--- config.mk ---
export PLATFORM = sky130hd
export DESIGN_NAME = sstm_monitor
export DESIGN_NICKNAME = d
export VERILOG_FILES = /design/src/sstm_pkg.sv /design/src/sstm_monitor.sv /design/src/sstm_pass_timer.sv
export SDC_FILE = /design/constraint.sdc
export NUM_CORES = 1
export LEC_CHECK = 0
export BUFFER_PORTS_ARGS = -buffer_cell sky130_fd_sc_hd__buf_2
export CORE_ASPECT_RATIO = 1.25
export CORE_MARGIN = 1
export CORE_UTILIZATION = 43
export DETAILED_ROUTE_END_ITERATION = 8
export PLACE_DENSITY = 0.58
export SLEW_MARGIN = 10
export SYNTH_ARGS = -nofsm -noshare
export SYNTH_HDL_FRONTEND = slang
export SYNTH_SLANG_ARGS = --single-unit
--- constraint.sdc ---
create_clock -name clk_in -period 17.9 [get_ports clk_in]
set_input_delay 1.79 -clock clk_in [delete_from_list [all_inputs] [get_ports clk_in]]
set_output_delay 1.79 -clock clk_in [all_outputs]
set_load 0.005 [all_outputs]
--- src/sstm_pkg.sv ---
/*
  Package for the second screw tracking monitor: register map, field
  positions, fault patterns, limits and pass timing.
  Assumes a 40 MHz system clock and 16-bit focus position words.
*/
package sstm_pkg;
  // Register byte offsets on APB
  localparam logic [7:0] ADDR_CTRL = 8'h00;     // Control: ignore, soft reset, restart
  localparam logic [7:0] ADDR_FAULT = 8'h04;    // Fault word, read only
  localparam logic [7:0] ADDR_STATE = 8'h08;    // Tracking state readout
  localparam logic [7:0] ADDR_IRQ_STAT = 8'h0C; // Sticky events, write one to clear
  localparam logic [7:0] ADDR_IRQ_MASK = 8'h10; // Interrupt enables
  localparam logic [7:0] ADDR_POS = 8'h14;      // Saved position and last delta

  // Control bit positions
  localparam int CTRL_IGNORE_BIT = 0;  // Screw check ignore, level
  localparam int CTRL_SOFTRST_BIT = 1; // Soft reset command, self clearing
  localparam int CTRL_RESTART_BIT = 2; // Release drive shutdown, self clearing

  // State readout field positions
  localparam int ST_COUNT_LSB = 0;     // state_motion_count [15:0]
  localparam int ST_EXCNT_LSB = 16;    // excess_change_counter [19:16]
  localparam int ST_FLAG_BIT = 20;     // excess_change_flag
  localparam int ST_CHANCE_BIT = 21;   // second_chance_flag
  localparam int ST_SHUT_BIT = 22;     // drive shutdown level
  localparam int ST_REFUSE_BIT = 23;   // focus commands refused
  localparam int ST_PHASE_BIT = 24;    // sensor_phase_last

  // Interrupt event bits
  localparam int EV_SCREW = 0;         // Tracking tolerance exceeded
  localparam int EV_EXCESS = 1;        // Excess change flag raised
  localparam int EV_OVERFLOW = 2;      // Excess change counter reached limit
  localparam int EV_WIDTH = 3;

  // Fault word patterns
  localparam logic [15:0] FAULT_SCREW_PAT = 16'h8200;  // Second screw + drive fault
  localparam logic [15:0] FAULT_EXCESS_PAT = 16'h0A00; // Drive fault + emergency stop

  // Sensor bit inside the discretes byte
  localparam logic [7:0] SENSOR_MASK = 8'h20;

  // Tracking limits in position counts and events
  localparam logic signed [15:0] TRACK_TOL = 16'sh0032;   // 50 counts
  localparam logic signed [15:0] DELTA_LIMIT = 16'sh000C; // 12 counts
  localparam logic [3:0] EXCESS_MAX = 4'hA;                // 10 events

  // Pass timing
  localparam int CLK_HZ = 40000000;
  localparam int PASS_HZ = 1800;
  localparam int PASS_CYCLES = CLK_HZ / PASS_HZ;  // Rounded down, 22222
endpackage

--- src/sstm_monitor.sv ---
/*
  Second screw tracking monitor: per control pass it checks the second
  screw sensor against focus position, stops the drive on tracking faults
  and reports through APB registers and one interrupt.
  Assumes inputs synchronous to clk_in and a position word stable at passes.
*/
`timescale 1ns/1ps
`default_nettype none
// Notes on behaviour
// - Tracking fault shuts focus drive down immediately
// - Per-state count must not exceed 50
// - Fault sets fault bits and second chance
// - Repeat failure with second chance refuses commands
// - Second chance cleared only by reset
// - Phase register holds previous sensor level
// - Keep last pass position within current state
// - Delta is position minus saved; keep previous
// - Flag large changes and count them
// - Ignore flag skips straight to filter evaluation; here it skips all analysis and the filter flag holds
// - Sensor bit taken by masking with 32
// - Transition found by XOR, either edge
// - Store new sample into phase after compare
// - Control pass runs at 1800 Hz
// - Transition zeroes count, no further action
// - Delta beyond plus/minus 12 sets flag
// - Ten excessive changes: fault bits, shutdown
module sstm_monitor #(
  parameter int PASS_PERIOD = sstm_pkg::PASS_CYCLES  // Cycles per control pass
) (
  input wire logic clk_in,
  input wire logic reset_n_in,
  input wire logic psel,
  input wire logic penable,
  input wire logic pwrite,
  input wire logic [7:0] paddr,
  input wire logic [31:0] pwdata,
  output logic [31:0] prdata,
  output logic pready,
  output logic pslverr,
  input wire logic [7:0] discretes_in,            // Discretes byte with sensor bit
  input wire logic [15:0] focus_position_now_in,  // Focus position readout
  output logic drive_shutdown_out,                // High: focus drive must stop
  output logic focus_cmd_refuse_out,              // High: focus commands refused
  output logic pass_strobe_out,                   // One-cycle pulse per pass
  output logic irq_out                            // Level interrupt
);
  // Pass strobe from the period timer
  // A soft reset restarts the timer, so the next pass comes a full period later
  logic pass_w;
  logic soft_reset_w;

  sstm_pass_timer #(
    .PERIOD(PASS_PERIOD)
  ) u_timer (
    .clk_in(clk_in),
    .reset_n_in(reset_n_in),
    .restart_in(soft_reset_w),
    .pass_out(pass_w)
  );

  // Tracking state
  // Hardware reset and soft reset both return all of it to zero
  logic sensor_phase_last_q;            // Previous masked sensor sample
  logic signed [15:0] state_motion_count_q;  // Accumulated motion in state
  logic [15:0] state_position_saved_q;  // Position of previous pass in state
  logic signed [15:0] delta_old_q;      // Previous accepted delta
  logic excess_change_flag_q;           // Large per-pass change seen
  logic [3:0] excess_change_counter_q;  // Number of large changes
  logic second_chance_flag_q;           // Sticky after first tracking fault
  logic [15:0] fault_word_q;            // Fault indication bits
  logic shutdown_q;                     // Drive shutdown level
  logic refuse_q;                       // Focus command refusal level

  // Software registers
  // The event width is declared first because the status and mask
  // registers below take their width from it
  localparam int EV_W = sstm_pkg::EV_WIDTH;  // Number of interrupt events
  logic screw_check_ignore_q;           // Skip tracking analysis
  logic [EV_W-1:0] irq_stat_q;          // Sticky events
  logic [EV_W-1:0] irq_mask_q;          // Event enables

  // APB handshake: one wait state, answer registered
  logic pready_q;
  logic pslverr_q;
  logic [31:0] prdata_q;

  // Sensor sample and transition decode
  wire [7:0] sample_byte_w = discretes_in & sstm_pkg::SENSOR_MASK;
  wire sample_w = |sample_byte_w;
  wire transition_w = sample_w ^ sensor_phase_last_q;

  // Local delta against saved position
  // Positions wrap at 16 bits, so the difference is read as signed;
  // moving up gives a positive delta and moving down a negative one
  wire signed [15:0] delta_new_w =
    $signed(focus_position_now_in - state_position_saved_q);
  wire delta_big_w = (delta_new_w > sstm_pkg::DELTA_LIMIT) ||
                     (delta_new_w < -sstm_pkg::DELTA_LIMIT);
  wire [3:0] excess_next_w = excess_change_counter_q + 4'h1;
  wire excess_full_w = (excess_change_counter_q == sstm_pkg::EXCESS_MAX);  // Held at limit
  wire excess_trip_w = delta_big_w && (excess_next_w == sstm_pkg::EXCESS_MAX);

  // Accumulate accepted delta, substituting the old one when excessive
  // The sum is checked before it is stored, so a fault is caught on the
  // very pass that carries the count past tolerance
  wire signed [15:0] accepted_w = delta_big_w ? delta_old_q : delta_new_w;
  wire signed [15:0] count_sum_w = state_motion_count_q + accepted_w;
  wire count_over_w = (count_sum_w > sstm_pkg::TRACK_TOL) ||
                      (count_sum_w < -sstm_pkg::TRACK_TOL);

  // Qualified pass events; while ignore is set nothing is analysed and no
  // state moves, so the filter flag simply keeps its last value
  wire analyse_w = pass_w && !screw_check_ignore_q;
  wire steady_w = analyse_w && !transition_w;
  wire trip_excess_w = steady_w && excess_trip_w;
  // A stopped drive cannot fail again: while the shutdown stands, a count
  // left above tolerance must not trip again and turn one fault into a
  // refusal on the following pass
  wire trip_screw_w = steady_w && !excess_trip_w && count_over_w && !shutdown_q;
  wire set_flag_w = steady_w && delta_big_w;

  // APB decode
  // A write takes effect only at the edge where pready is sampled high
  wire access_w = psel && penable;
  wire done_w = access_w && pready_q;
  wire wr_w = done_w && pwrite;
  wire hit_ctrl_w = (paddr == sstm_pkg::ADDR_CTRL);
  wire hit_fault_w = (paddr == sstm_pkg::ADDR_FAULT);
  wire hit_state_w = (paddr == sstm_pkg::ADDR_STATE);
  wire hit_stat_w = (paddr == sstm_pkg::ADDR_IRQ_STAT);
  wire hit_mask_w = (paddr == sstm_pkg::ADDR_IRQ_MASK);
  wire hit_pos_w = (paddr == sstm_pkg::ADDR_POS);
  wire mapped_w = hit_ctrl_w | hit_fault_w | hit_state_w | hit_stat_w |
                  hit_mask_w | hit_pos_w;
  wire wr_ctrl_w = wr_w && hit_ctrl_w;
  assign soft_reset_w = wr_ctrl_w && pwdata[sstm_pkg::CTRL_SOFTRST_BIT];
  wire restart_w = wr_ctrl_w && pwdata[sstm_pkg::CTRL_RESTART_BIT];

  // Read data selection
  // Unmapped addresses read as zero alongside the error response
  wire [31:0] state_word_w = {7'h00,
                              sensor_phase_last_q,
                              refuse_q,
                              shutdown_q,
                              second_chance_flag_q,
                              excess_change_flag_q,
                              excess_change_counter_q,
                              state_motion_count_q};
  wire [31:0] rd_mux_w =
    hit_ctrl_w  ? {31'h0, screw_check_ignore_q} :
    hit_fault_w ? {16'h0, fault_word_q} :
    hit_state_w ? state_word_w :
    hit_stat_w  ? {29'h0, irq_stat_q} :
    hit_mask_w  ? {29'h0, irq_mask_q} :
    hit_pos_w   ? {delta_old_q, state_position_saved_q} : 32'h0;

  // Phase register: updated after every analysed comparison
  // A soft reset forgets the level, so a sensor resting high shows a
  // transition on the first pass, which only restarts the count
  always_ff @(posedge clk_in or negedge reset_n_in) begin
    if (!reset_n_in) begin
      sensor_phase_last_q <= 1'b0;
    end else if (soft_reset_w) begin
      sensor_phase_last_q <= 1'b0;
    end else if (analyse_w) begin
      sensor_phase_last_q <= sample_w;
    end
  end

  // Per-state count, saved position and previous delta
  // A transition only restarts the count; the saved position stays, so the
  // first delta of a new state spans the transition pass as well
  always_ff @(posedge clk_in or negedge reset_n_in) begin
    if (!reset_n_in) begin
      state_motion_count_q <= 16'sh0000;
      state_position_saved_q <= 16'h0000;
      delta_old_q <= 16'sh0000;
    end else if (soft_reset_w) begin
      state_motion_count_q <= 16'sh0000;
      state_position_saved_q <= 16'h0000;
      delta_old_q <= 16'sh0000;
    end else if (analyse_w && transition_w) begin
      state_motion_count_q <= 16'sh0000;
    end else if (steady_w && !excess_trip_w) begin
      state_motion_count_q <= count_sum_w;
      state_position_saved_q <= focus_position_now_in;
      if (!delta_big_w) begin
        delta_old_q <= delta_new_w;
      end
    end
  end

  // Excess change flag and counter
  always_ff @(posedge clk_in or negedge reset_n_in) begin
    if (!reset_n_in) begin
      excess_change_flag_q <= 1'b0;
      excess_change_counter_q <= 4'h0;
    end else if (soft_reset_w) begin
      excess_change_flag_q <= 1'b0;
      excess_change_counter_q <= 4'h0;
    end else if (steady_w) begin
      excess_change_flag_q <= delta_big_w;
      // Once at the limit the count stays there and cannot wrap to trip again
      if (delta_big_w && !excess_trip_w && !excess_full_w) begin
        excess_change_counter_q <= excess_next_w;
      end else if (excess_trip_w) begin
        excess_change_counter_q <= sstm_pkg::EXCESS_MAX;  // Holds at limit
      end
    end
  end

  // Fault word, second chance, shutdown and refusal
  // Fault bits only accumulate; the restart bit cannot release a drive
  // whose position commands are refused
  always_ff @(posedge clk_in or negedge reset_n_in) begin
    if (!reset_n_in) begin
      fault_word_q <= 16'h0000;
      second_chance_flag_q <= 1'b0;
      shutdown_q <= 1'b0;
      refuse_q <= 1'b0;
    end else if (soft_reset_w) begin
      fault_word_q <= 16'h0000;
      second_chance_flag_q <= 1'b0;
      shutdown_q <= 1'b0;
      refuse_q <= 1'b0;
    end else if (trip_screw_w) begin
      fault_word_q <= fault_word_q | sstm_pkg::FAULT_SCREW_PAT;
      second_chance_flag_q <= 1'b1;
      shutdown_q <= 1'b1;
      refuse_q <= refuse_q | second_chance_flag_q;
    end else if (trip_excess_w) begin
      fault_word_q <= fault_word_q | sstm_pkg::FAULT_EXCESS_PAT;
      shutdown_q <= 1'b1;
    end else if (restart_w && !refuse_q) begin
      shutdown_q <= 1'b0;  // Refusal keeps the drive stopped
    end
  end

  // Control register and interrupt mask
  // Every control write loads the ignore bit from pwdata bit 0, soft reset writes included
  always_ff @(posedge clk_in or negedge reset_n_in) begin
    if (!reset_n_in) begin
      screw_check_ignore_q <= 1'b0;
      irq_mask_q <= '0;
    end else begin
      if (wr_ctrl_w) begin
        screw_check_ignore_q <= pwdata[sstm_pkg::CTRL_IGNORE_BIT];
      end
      if (wr_w && hit_mask_w) begin
        irq_mask_q <= pwdata[EV_W-1:0];
      end
    end
  end

  // Sticky events: a new event wins over a write-one clear
  // Soft reset leaves them alone, so software still sees what happened
  // before it reset the tracking state
  wire [EV_W-1:0] ev_w = {trip_excess_w, set_flag_w, trip_screw_w};
  wire [EV_W-1:0] clr_w = (wr_w && hit_stat_w) ? pwdata[EV_W-1:0] : '0;
  always_ff @(posedge clk_in or negedge reset_n_in) begin
    if (!reset_n_in) begin
      irq_stat_q <= '0;
    end else begin
      irq_stat_q <= (irq_stat_q & ~clr_w) | ev_w;
    end
  end

  // APB answer: ready one cycle into the access phase
  // Every access gets exactly one wait state, and the answer lasts one
  // cycle, so back-to-back transfers cannot be answered twice
  always_ff @(posedge clk_in or negedge reset_n_in) begin
    if (!reset_n_in) begin
      pready_q <= 1'b0;
      pslverr_q <= 1'b0;
      prdata_q <= 32'h0;
    end else begin
      pready_q <= access_w && !pready_q;
      pslverr_q <= access_w && !pready_q && !mapped_w;
      if (access_w && !pready_q) begin
        prdata_q <= pwrite ? 32'h0 : rd_mux_w;
      end
    end
  end

  // Registered outputs
  // The interrupt trails the status by one clock so that it leaves a flop
  logic irq_q;
  logic pass_q;
  always_ff @(posedge clk_in or negedge reset_n_in) begin
    if (!reset_n_in) begin
      irq_q <= 1'b0;
      pass_q <= 1'b0;
    end else begin
      irq_q <= |(irq_stat_q & irq_mask_q);
      pass_q <= pass_w;
    end
  end

  assign prdata = prdata_q;
  assign pready = pready_q;
  assign pslverr = pslverr_q;
  assign drive_shutdown_out = shutdown_q;
  assign focus_cmd_refuse_out = refuse_q;
  assign pass_strobe_out = pass_q;
  assign irq_out = irq_q;
endmodule
`default_nettype wire

--- src/sstm_pass_timer.sv ---
/*
  Periodic pass strobe generator for the tracking monitor.
  Assumes one free running clock; emits a one-cycle strobe per period.
*/
`timescale 1ns/1ps
`default_nettype none
module sstm_pass_timer #(
  parameter int PERIOD = 22222  // Clock cycles between strobes
) (
  input wire logic clk_in,
  input wire logic reset_n_in,
  input wire logic restart_in,  // Realign the period, e.g. on soft reset
  output logic pass_out         // One-cycle strobe
);
  logic [31:0] cnt_q;           // Cycles since last strobe
  wire last_w = (cnt_q == 32'(PERIOD - 1)); // End of period

  // Count the period and pulse at its end
  always_ff @(posedge clk_in or negedge reset_n_in) begin
    if (!reset_n_in) begin
      cnt_q <= 32'h0;
      pass_out <= 1'b0;
    end else begin
      cnt_q <= (last_w || restart_in) ? 32'h0 : cnt_q + 32'h1;
      pass_out <= last_w && !restart_in;
    end
  end
endmodule
`default_nettype wire

# Yosys cells after proc, flatten, opt, wreduce, memory -nomap -nowiden
# Index checks and enable logic that the tools add are counted.
[totals]
register_bits = 149
output_inout_bits = 38
elab_cells = 139
[classes]
reduce_logical = 49
mux = 38
bitwise_logic = 11
n_addsub = 4
order_cmp = 4
eq_ne = 10
[ops]
columns = ["cell", "count"]
rows = [
  ["32-bit 2-to-1 mux", 8],
  ["16-bit 2-to-1 mux", 12],
  ["32-bit by 1-bit adder with 32-bit output (second input constant)", 1],
  ["32-bit by 15-bit equality test with 1-bit output (second input constant)", 1],
  ["1-bit logical AND", 23],
  ["16-bit adder", 1],
  ["8-bit by 4-bit equality test with 1-bit output (second input constant)", 2],
  ["8-bit by 5-bit equality test with 1-bit output (second input constant)", 2],
  ["16-bit by 5-bit > comparator with 1-bit output (second input constant)", 1],
  ["16-bit by 7-bit > comparator with 1-bit output (second input constant)", 1],
  ["16-bit by 5-bit < comparator with 1-bit output (second input constant)", 1],
  ["16-bit by 7-bit < comparator with 1-bit output (second input constant)", 1],
  ["4-bit 2-to-1 mux", 4],
  ["16-bit subtractor", 1],
  ["1-bit 2-to-1 mux", 12],
  ["12-bit 2-to-1 mux", 1],
  ["2-bit nonzero test", 5],
  ["1-bit zero test", 9],
  ["3-bit nonzero test", 3],
  ["4-bit equality test (second input constant)", 2],
  ["8-bit by 3-bit equality test with 1-bit output (second input constant)", 1],
  ["8-bit zero test", 1],
  ["3-bit AND", 2],
  ["1-bit bitwise OR", 6],
  ["10 further kinds", 15],
]

# Depth between registers and ports, before layout
# Gate-level depths: netlist of run 1.
[logic_depth]
word_depth = 11
mapped_depth = 27
depth_no_buf = 27

# Modules after synthesis
# A second synthesis of run 1 with hierarchy kept.
[hier_totals]
hier_cells = 936
area_unflattened_um2 = 8660.8
[by_module_without_submodules]
columns = ["mod", "cells_each", "area_each_um2", "n_inst"]
rows = [
  ["sstm_monitor", 740, 6805.3, 1],
  ["sstm_pass_timer", 196, 1855.5, 1],
]

# Worst setup path before layout of run 1
# Ideal clock, no wire load.
[synth_timing]
path_kind = "input to register"
from = "in focus_position_now_in[0]"
to = "reg irq_stat_q[0]"
path_stages = 26
required_time_ns = 17.778
setup_time_ns = 0.122
arrival_ns = 7.256
path_slack_ns = 10.522
cell_sequence = "inv_1 -> ha_1 -> inv_1 -> fa_1 -> a211oi_2 -> o21ai_2 -> nor4b_4 -> or4_4 -> a2bb2oi_2 -> nand4_1 -> or4_4 -> nand2_4 -> mux2i_1 -> inv_1 -> ha_1 -> a211oi_1 -> o21ai_0 -> a21o_1 -> a21oi_1 -> xnor2_1 -> nand3_1 -> or3_1 -> nor4b_1 -> a21bo_2 -> and2_1 -> a32o_1"
[synth_between]
elab_chain_cells = 10
word_cells_on_any_way = 15
classes_between = "add/sub: 2; order compare: 4; mux: 1; bitwise: 1; reduce/logical: 7"
[synth_lines]
columns = ["element", "line_no", "rtl"]
rows = [
  ["start: declaration", "sstm_monitor.sv:41", "input wire logic [15:0] focus_position_now_in,"],
  ["16-bit subtractor *", "sstm_monitor.sv:96", "$signed(focus_position_now_in - state_position_saved_q);"],
  ["16-bit by 5-bit > comparator with 1-bit output / 16-bit by 5-bit < comparator with 1-bit output (equally long branches)", "sstm_monitor.sv:97, sstm_monitor.sv:98", ""],
  ["1-bit logical OR", "sstm_monitor.sv:97", "wire delta_big_w = (delta_new_w > sstm_pkg::DELTA_LIMIT) ||"],
  ["16-bit 2-to-1 mux", "--", ""],
  ["16-bit adder", "sstm_monitor.sv:107", "wire signed [15:0] count_sum_w = state_motion_count_q + accepted_w;"],
  ["16-bit by 7-bit > comparator with 1-bit output / 16-bit by 7-bit < comparator with 1-bit output (equally long branches)", "sstm_monitor.sv:108, sstm_monitor.sv:109", ""],
  ["1-bit logical OR", "sstm_monitor.sv:108", "wire count_over_w = (count_sum_w > sstm_pkg::TRACK_TOL) ||"],
  ["1-bit logical AND * (2 in series)", "sstm_monitor.sv:119", "wire trip_screw_w = steady_w && !excess_trip_w && count_over_w && !shutdown_q;"],
  ["3-bit bitwise OR *", "sstm_monitor.sv:264", "irq_stat_q <= (irq_stat_q & ~clr_w) | ev_w;"],
  ["end signal: assignment", "sstm_monitor.sv:264", ""],
  ["end: declaration", "sstm_monitor.sv:79", "logic [EV_W-1:0] irq_stat_q;"],
]
# Every way passes the cells marked *; elsewhere a longest branch is shown, timed or not.
# A chain may end at the register's enable or synchronous reset.

# Final worst setup path of run 1
# Ends and elaborated chain as after synthesis.

==> results.cfg, run 1 <==
[clocking]
clkTransAtPathRegs_ps = 60
root_buffer = clkbuf_16
tritoncts = built
post_cts_resized = 0
cts-htree-levels = 4
postCtsHoldBufs = 0
cts_max_path_buffers = 2
cts_made_buffers = 17
clkSinkCount = 136
clk_latency_ps = 420
cts_setup_buffers = 0

[die]
initial_utilization_pct = 44.1
die_area_um2 = 19300
dieWidth_um = 124
ios = 107
num_rows = 55
die_h_um = 155
core_um2 = 18200

[yosys]
syn-num-nets = 960
synth_area_leaders = dfrtp_1, nor2_1, ha_1
synth.distinct_cells = 70
synth_area_per_cell_um2 = 9.43
synth_flop_cell = dfrtp_1
synth_common_cells = dfrtp_1, nor2_1, nand2_1, inv_1
synth_warnings = 0
seq_area_frac_synth_pct = 42.3
synth_edf_count = 0
synth_area_leader_cell = dfrtp_1
yosys_register_bits = 136
netlist_area_um2 = 8050
synth_top_area_share_pct = 42.3
syn_inst = 853
yosysMostFrequentCell = dfrtp_1
synthArstFlopShare_pct = 100

[power]
internal_power_uw = 569
seq_power_share_pct = 43.7
combPwrFrac_pct = 7.4
p_sw_uw = 167
power_density_nw_per_um2 = 80.2
clockPowerShare_pct = 49.0
leakage_nw = 4.45
switching_share_pct = 22.7
vdd_drop_max_mv = 0.0637

[layout]
diodes = 0
area_delta_synth_final_pct = 14.0
nFillCells = 1738
regArea_um2 = 3400
layout.nets = 1022
fin_area_um2 = 9170
drive_above_1_share_pct = 14.4
multi_input_area_um2 = 4250

[global_routing]
grt_pass1_vias = 6591
grt_antenna_before_repair = 0
grt_usage_pct = 21.7
grt_pass1_wl_um = 33200
grt_remaining_overflow = 0
grt_max_degree = 77

[timing]
finalCritPeriodShare_pct = 43.9
finalSetupViolCount = 0
rsz0062_at_grt = false
worstMarginPinSlew_ps = 1070
slew_headroom_pct = 27.9
finalCriticalPeriod_ps = 7850
finalMaxSlewViolations = 0
finalClockSkew_ps = 10.4
finalSetupTns_ps = 0
finalHoldViolations = 0
fmax_ghz = 0.127

[placed_design]
place_area_um2 = 8570
port_buffers = 70
gp_congestion = 0.890
hpwl_um = 14800

[drt]
drt_iter0_drc = 410
highest_layer = met4
vias_per_cell = 5.68
drtAntennaViolNets = 0
route.final.wire_length_um = 20100
drcViolationCount = 0
num_vias = 6553
firstDrtPassIters = 8
dr_wl_met3_um = 840
met2_length_um = 10300
avgRoutedWirePerCell_um = 17.5
routedLengthMet1_um = 8550

[job]
drv_cap = 0

[hold_path]
worst_hold_path_type = flop to flop

[critical_path]
start_kind = input port
end_kind = flop
setup.worst_path.class = input port to flop
critical_path_arrival_ps = 8150
required_ps = 18200
crit_fanout = 5

[outcome]
status = complete, no violations
==> path summary, 6_finish.rpt <==
check,startpoint,endpoint,slack (ps),cells past startpoint
worst min-delay path,fault_word_q[15],fault_word_q[15],480,2
max in group asynchronous,reset_n_in,u_timer.cnt_q[0],15160,2
worst max-delay path,focus_position_now_in[0],irq_stat_q[0],10050,27
min in group asynchronous,reset_n_in,prdata[26],1350,1
worst max register to register,state_position_saved_q[0],irq_stat_q[0],11170,25
worst min register to register,fault_word_q[15],fault_word_q[15],480,2
==> metal layers <==
metal / GRT usage [%] / vias to the layer above
met5: 0 / -
met4: 9.01 / 0
met3: 4.88 / 30
met2: 38.3 / 124
met1: 25.4 / 3215
li1: - / 3184
==> cell type report <==
| type | instances | share of cell area (%) |
|---|---|---|
| clock buffer | 20 | 4.87 |
| multi-input combinational | 624 | 46.4 |
| sequential | 136 | 37.1 |
| inverter | 59 | 2.42 |
| timing repair buffer | 77 | 4.46 |
| clock inverter | 9 | 1.65 |
| tap | 228 | 3.11 |
==> critical path, stage by stage <==
cell and delay, ps:
buf_2 110, inv_1 50, ha_1 170, inv_1 60
fa_1 440, a211oi_2 370, o21ai_2 160, nor4b_4 160
or4_4 530, a2bb2oi_2 130, nand4_1 140, or4_4 510
nand2_4 140, mux2i_1 390, inv_1 80, ha_1 270
a211oi_1 410, o21ai_0 220, a21o_1 240, a21oi_1 170
xnor2_1 180, nand3_1 100, or3_1 330, nor4b_1 270
a21bo_2 280, and2_1 190, a32o_1 250
==> power by group through the flow <==
stage	Combinational (mW)	Sequential [mW]	Clock, mW
2_1_floorplan	0.0340	0.325	0
3_3_place_gp	0.0543	0.326	0
3_5_place_dp	0.0543	0.327	0
4_1_cts	0.0547	0.321	0.369
5_1_grt	0.0611	0.322	0.382
6_report	0.0541	0.321	0.360
==> per-stage QoR <==
step	utilization (%)	hold slack [ps]	setup WS, ps	cells	power [mW]
finish	50.3	479	10050	1153	0.736
detailed placement	47.0	470	9610	1124	0.381
global route	50.3	514	9590	1153	0.765
global placement	47.0	463	9600	1124	0.381
floorplan	-	424	10520	853	0.359
CTS	50.3	485	10080	1153	0.745
==> cell families after synthesis <==
| logic type | count (synthesis) | synth area share (%) |
|---|---|---|
| simple gates | 314 | 18.6 |
| compound gates | 176 | 16.7 |
| flops | 136 | 42.3 |
| buf+inv | 93 | 5.10 |
| xor+xnor | 52 | 5.66 |
| mux | 44 | 5.60 |
| fa+ha+maj | 38 | 6.10 |
==> registers in the layout, summed over array words and instances, names as in the netlist, 3 cells and up <==
register / count
irq_stat_q: 3
delta_old_q: 16
excess_change_counter_q: 4
state_position_saved_q: 16
irq_mask_q: 3
prdata: 32
state_motion_count_q: 16
u_timer.cnt_q: 32
fault_word_q: 3
==> cells in the final DEF (no fill, tap or decap), drive strengths merged, types with 9 or more instances in the layout <==
| master | netlist | layout |
|---|---|---|
| o21ai | 24 | 24 |
| nand2 | 65 | 65 |
| nand4 | 14 | 14 |
| dfrtp | 136 | 136 |
| buf | 8 | 77 |
| o31ai | 10 | 10 |
| a222oi | 19 | 19 |
| and3 | 11 | 11 |
| nor2 | 130 | 130 |
| or3 | 9 | 9 |
| ha | 36 | 36 |
| a21oi | 29 | 29 |
| a22o | 17 | 17 |
| nor3 | 14 | 14 |
| xnor2 | 22 | 22 |
| nor4 | 10 | 10 |
| nand3 | 22 | 22 |
| mux2i | 36 | 36 |
| xor2 | 30 | 30 |
| clkbuf | 26 | 20 |
| inv | 59 | 59 |
Power figures use the tool's default switching activity.
==> run 2, diff against run 1 <==
--- a/config.mk
+++ b/config.mk
@@ -10,7 +10,7 @@
 export CORE_MARGIN = 1
 export CORE_UTILIZATION = 43
 export DETAILED_ROUTE_END_ITERATION = 8
-export PLACE_DENSITY = 0.58
+export PLACE_DENSITY = 0.61
 export SLEW_MARGIN = 10
 export SYNTH_ARGS = -nofsm -noshare
 export SYNTH_HDL_FRONTEND = slang
==> constraint.sdc (replaced) <==
create_clock -name clk_in -period 6.7 [get_ports clk_in]
set_input_delay 0.67 -clock clk_in [delete_from_list [all_inputs] [get_ports clk_in]]
set_output_delay 0.67 -clock clk_in [all_outputs]
set_load 0.005 [all_outputs]
==> run 2 against run 1 <==
Compared with the run above: power increased to 2.6 times the previous value; sequential cell count stayed put; highest routed layer unchanged; sequential power increased to 2.7 times the previous value; via count is 1.2% higher; global-route usage is 0.20 points higher; count of clock-buffer cells in the layout fell by 2; largest cell class unchanged; sequential share of layout area fell by 1.0 points.
==> results.cfg, run 2 (synthesized netlist as in run 1, its figures left out) <==
[clocking]
root_buffer = clkbuf_16
clk_latency_ps = 420
cts_made_buffers = 17
clkSinkCount = 136
clkTransAtPathRegs_ps = 60
cts-htree-levels = 4
postCtsHoldBufs = 0
cts_max_path_buffers = 2
tritoncts = built

[critical_path]
critical_path_arrival_ps = 6660
endpoint = irq_stat_q[0]
required_ps = 7010
reg2regPathDepth = 26
rr_endpoint = irq_stat_q[0]
r2r_start = state_position_saved_q[0]
startpoint = focus_position_now_in[0]
crit_fanout = 4
setup.worst_path.class = input port to flop
r2r_setup_slack_ps = 360
start_kind = input port
end_kind = flop

[die]
ios = 107
initial_utilization_pct = 44.1
dieWidth_um = 124
die_h_um = 155
core_um2 = 18200
num_rows = 55
die_area_um2 = 19300

[timing]
slew_headroom_pct = 20.8
finalSetupViolCount = 0
worstMarginPinSlew_ps = 1190
finalHoldViolations = 0
rsz0062_at_grt = false
finalCritPeriodShare_pct = 94.9
setup_ws_ps = 343
finalCriticalPeriod_ps = 6360
finalMaxSlewViolations = 0
finalClockSkew_ps = 9.70
fmax_ghz = 0.157

[layout]
final_cell_mix = dfrtp_1, nor2_1, buf_2
area_delta_synth_final_pct = 17.1
final_common_cell = dfrtp_1
diodes = 0
layout.nets = 1059
nFillCells = 1681
final_cells = 1192
final_util_pct = 51.7
drive_above_1_share_pct = 18.2

[placed_design]
port_buffers = 70
dpl.cell_count = 1161
hpwl_um = 15000
gp_congestion = 0.902
dp_slack_ps = -72.8

[global_routing]
grt_pass1_vias = 6658
grt_usage_pct = 21.9
grt_antenna_before_repair = 0
grt_remaining_overflow = 0
grt_max_degree = 81
grt_pass1_wl_um = 33600

[power]
power_density_nw_per_um2 = 201
vdd_drop_max_mv = 0.158
leakage_nw = 4.61

[drt]
firstDrtPassIters = 5
num_vias = 6634
vias_per_cell = 5.57
avgRoutedWirePerCell_um = 17.2
drcViolationCount = 0
route.final.wire_length_um = 20500
drtAntennaViolNets = 0
drt_iter0_drc = 400

[job]
drv_cap = 0

[hold_path]
worst_hold_path_type = input port to async pin

[outcome]
status = complete, no violations
## run 2: changes by cell type in the layout (fill, tap and decap cells not counted), moves of 2 or more
| cell | delta |
|---|---|
| buf_4 | +36 |
| bufinv_16 | -3 |
| inv_6 | +3 |
| clkinvlp_4 | +2 |
## run 2: how the worst min path moves through the flow
stage                                start               to  slack [ps]  cells after the start
after floorplan                 reset_n_in   delta_old_q[0]         370                      0
after global placement    u_timer.pass_out  pass_strobe_out         460                      0
after detailed placement  u_timer.pass_out  pass_strobe_out         440                      0
after CTS                       reset_n_in       prdata[26]         220                      1
after global routing            reset_n_in       prdata[26]         240                      1
final                           reset_n_in       prdata[26]         200                      1
## run 2: final cells by class
type                    count  area (µm²)  area share, %
flip-flops and latches    136        3400           36.1
repair buffers            114         699           7.42
clock buffers              18         429           4.55
clock inverters            13         123           1.30
multi-input cells         624        4260           45.2
inverters                  59         221           2.35
well taps                 228         285           3.03
## run 2: metal layers
layer	track usage (%)	vias to the layer above	wire length [µm]
met5	0	-	0
met4	7.69	0	414
met3	4.20	27	674
met2	39.8	108	10600
met1	25.7	3224	8760
li1	-	3275	-
## run 2: stage by stage
stage	instance area [µm²]	TNS [ps]	hold WS, ps	total power [mW]
2_1_floorplan	8050	0	374	0.959
3_3_place_gp	8860	-21.1	456	1.03
3_5_place_dp	8860	-129	442	1.03
4_1_cts	9410	0	217	1.91
5_1_grt	9430	0	242	1.97
6_report	9430	0	203	1.89
## run 2: worst max-delay path, stage by stage
cell and delay [ps]:
buf_2 110, inv_1 50, ha_1 150, inv_1 50, fa_1 410, a211oi_2 300, o21ai_2 140, nor4b_4 150
or4_4 530, a2bb2oi_2 130, nand4_1 130, or4_4 480, nand2_4 130, mux2i_1 260, ha_1 200, inv_1 50
fa_1 390, nor2b_1 190, o211a_1 210, nor3_1 70, o31ai_1 340, nor2_1 80, a211oi_1 250, xor2_1 240
nor4b_2 210, a21bo_2 280, and2_1 190, a32o_1 250
## run 2: report_power, final
group | switching [mW] | internal [mW] | leakage [nW] | total, mW
registers | 0.0179 | 0.840 | 1.85 | 0.858
logic | 0.0931 | 0.0618 | 2.50 | 0.155
clock network | 0.366 | 0.512 | 0.265 | 0.878
## run 2: what timing repair did
action	in CTS	in global routing
gates resized for setup	0	2
setup buffers	0	0
hold endpoints to repair	0	0
setup endpoints to repair	0	6
==> run 3, diff against run 2 <==
--- a/config.mk
+++ b/config.mk
@@ -10,7 +10,7 @@
 export CORE_MARGIN = 1
 export CORE_UTILIZATION = 43
 export DETAILED_ROUTE_END_ITERATION = 8
-export PLACE_DENSITY = 0.61
+export PLACE_DENSITY = 0.58
 export SLEW_MARGIN = 10
 export SYNTH_ARGS = -nofsm -noshare
 export SYNTH_HDL_FRONTEND = slang
==> constraint.sdc (replaced) <==
create_clock -name clk_in -period 7.95 [get_ports clk_in]
set_input_delay 0.795 -clock clk_in [delete_from_list [all_inputs] [get_ports clk_in]]
set_output_delay 0.795 -clock clk_in [all_outputs]
set_load 0.005 [all_outputs]
==> run 3 against run 2 <==
Compared with the run above: sequential power is 16% lower; clock skew is 1.7 ps higher; cell area is 3.0% lower; critical path depth is 1 lower; critical path type unchanged; largest cell class unchanged; setup slack better by 790 ps.
==> results.cfg, run 3 (synthesized netlist as in run 1, its figures left out) <==
[clocking]
post_cts_resized = 0
clkTransAtPathRegs_ps = 60
cts_setup_buffers = 0
cts_made_buffers = 17
postCtsHoldBufs = 0
tritoncts = built
cts_max_path_buffers = 2
clk_latency_ps = 410
clkSinkCount = 136
root_buffer = clkbuf_16
cts-htree-levels = 4

[placed_design]
port_buffers = 70
place_area_um2 = 8570
gp_congestion = 0.934
hpwl_um = 14700

[global_routing]
grt_pass1_wl_um = 33100
grt_remaining_overflow = 0
grt_max_degree = 74
grt_usage_pct = 21.7
grt_pass1_vias = 6484
grt_antenna_before_repair = 0

[timing]
slew_headroom_pct = 34.6
finalClockSkew_ps = 11.4
rsz0062_at_grt = false
finalCritPeriodShare_pct = 85.7
finalMaxSlewViolations = 0
finalCriticalPeriod_ps = 6810
finalSetupTns_ps = 0
finalHoldViolations = 0
worstMarginPinSlew_ps = 981
fmax_ghz = 0.147
finalSetupViolCount = 0

[outcome]
status = complete, no violations

[drt]
firstDrtPassIters = 5
drtAntennaViolNets = 0
drt_iter0_drc = 368
drcViolationCount = 0
vias_per_cell = 5.59
route.final.wire_length_um = 20100
num_vias = 6457
avgRoutedWirePerCell_um = 17.4

[die]
dieWidth_um = 124
ios = 107
initial_utilization_pct = 44.1
die_h_um = 155
core_um2 = 18200
die_area_um2 = 19300
num_rows = 55

[critical_path]
end_kind = flop
start_kind = input port
crit_fanout = 5
slowest_delay_ps = 520
setup.worst_path.class = input port to flop
critical_path_arrival_ps = 7060
required_ps = 8190
crit_path_top_delay_cell = or4_4
crit_top_cell = inv_1

[power]
vdd_drop_max_mv = 0.147
leakage_nw = 4.43
power_density_nw_per_um2 = 176

[layout]
drive_above_1_share_pct = 14.7
diodes = 0
area_delta_synth_final_pct = 13.6
final_common_cell = dfrtp_1
layout.nets = 1022
final_cell_mix = dfrtp_1, nor2_1, buf_2
fin_area_um2 = 9140

[hold_path]
worst_hold_path_type = input port to async pin

[job]
drv_cap = 0
-- run 3: changes by cell type in the layout (fill, tap and decap cells not counted), sizes merged --
cell / delta
bufinv: +1
clkbuf: +1
buf: -37
clkinvlp: +1
inv: -3
-- run 3: cell type report --
| cell class | count | area, µm² |
|---|---|---|
| timing repair buffer | 77 | 409 |
| inverter | 59 | 221 |
| clock buffer | 19 | 443 |
| multi-input combinational | 624 | 4250 |
| fill | 1723 | 9090 |
| clock inverter | 12 | 128 |
| sequential | 136 | 3400 |
| tap | 228 | 285 |
-- run 3: path summary, 6_finish.rpt --
path | to | slack (ps) | startpoint | cells past startpoint
min in group clk_in | prdata[0] | 480 | prdata[0] | 2
max | drive_shutdown_out | 1140 | focus_position_now_in[0] | 27
max reg2reg | drive_shutdown_out | 1270 | state_position_saved_q[0] | 25
min reg2reg | prdata[0] | 480 | prdata[0] | 2
min | prdata[26] | 340 | reset_n_in | 1
max in group asynchronous | excess_change_counter_q[2] | 6270 | reset_n_in | 2
-- run 3: where the power goes --
group	switching (mW)	internal (mW)	leakage (nW)
logic	0.0760	0.0459	2.31
clock network	0.301	0.467	0.271
registers	0.0152	0.708	1.85
-- run 3: metal layers --
| layer | vias up | GRT usage [%] | part of all wire (%) |
|---|---|---|---|
| li1 | 3189 | - | - |
| met1 | 3112 | 25.7 | 43 |
| met2 | 120 | 38.0 | 50 |
| met3 | 36 | 4.33 | 3.7 |
| met4 | 0 | 9.75 | 3.1 |
| met5 | - | 0 | 0 |
-- run 3: per-stage QoR --
stage          total power [mW]  instances  hold slack (ps)  worst slack (ps)  util (%)
5_1_grt                    1.67       1155              397               587      50.1
3_3_place_gp              0.858       1124              461               766      47.0
6_report                   1.61       1155              344              1140      50.1
3_5_place_dp              0.858       1124              466               719      47.0
4_1_cts                    1.63       1155              375              1120      50.1
2_1_floorplan             0.808        853              424              1570         -
-- run 3: worst max-delay path, delay by kind of cell --
family | cells | cell delay (ps)
adders and majority gates | 3 | 870
muxes | 1 | 400
xor gates and xnor gates | 1 | 180
and+or+nand+nor | 9 | 2380
buffers and inverters | 4 | 310
AOI/OAI and AO/OA | 9 | 2130
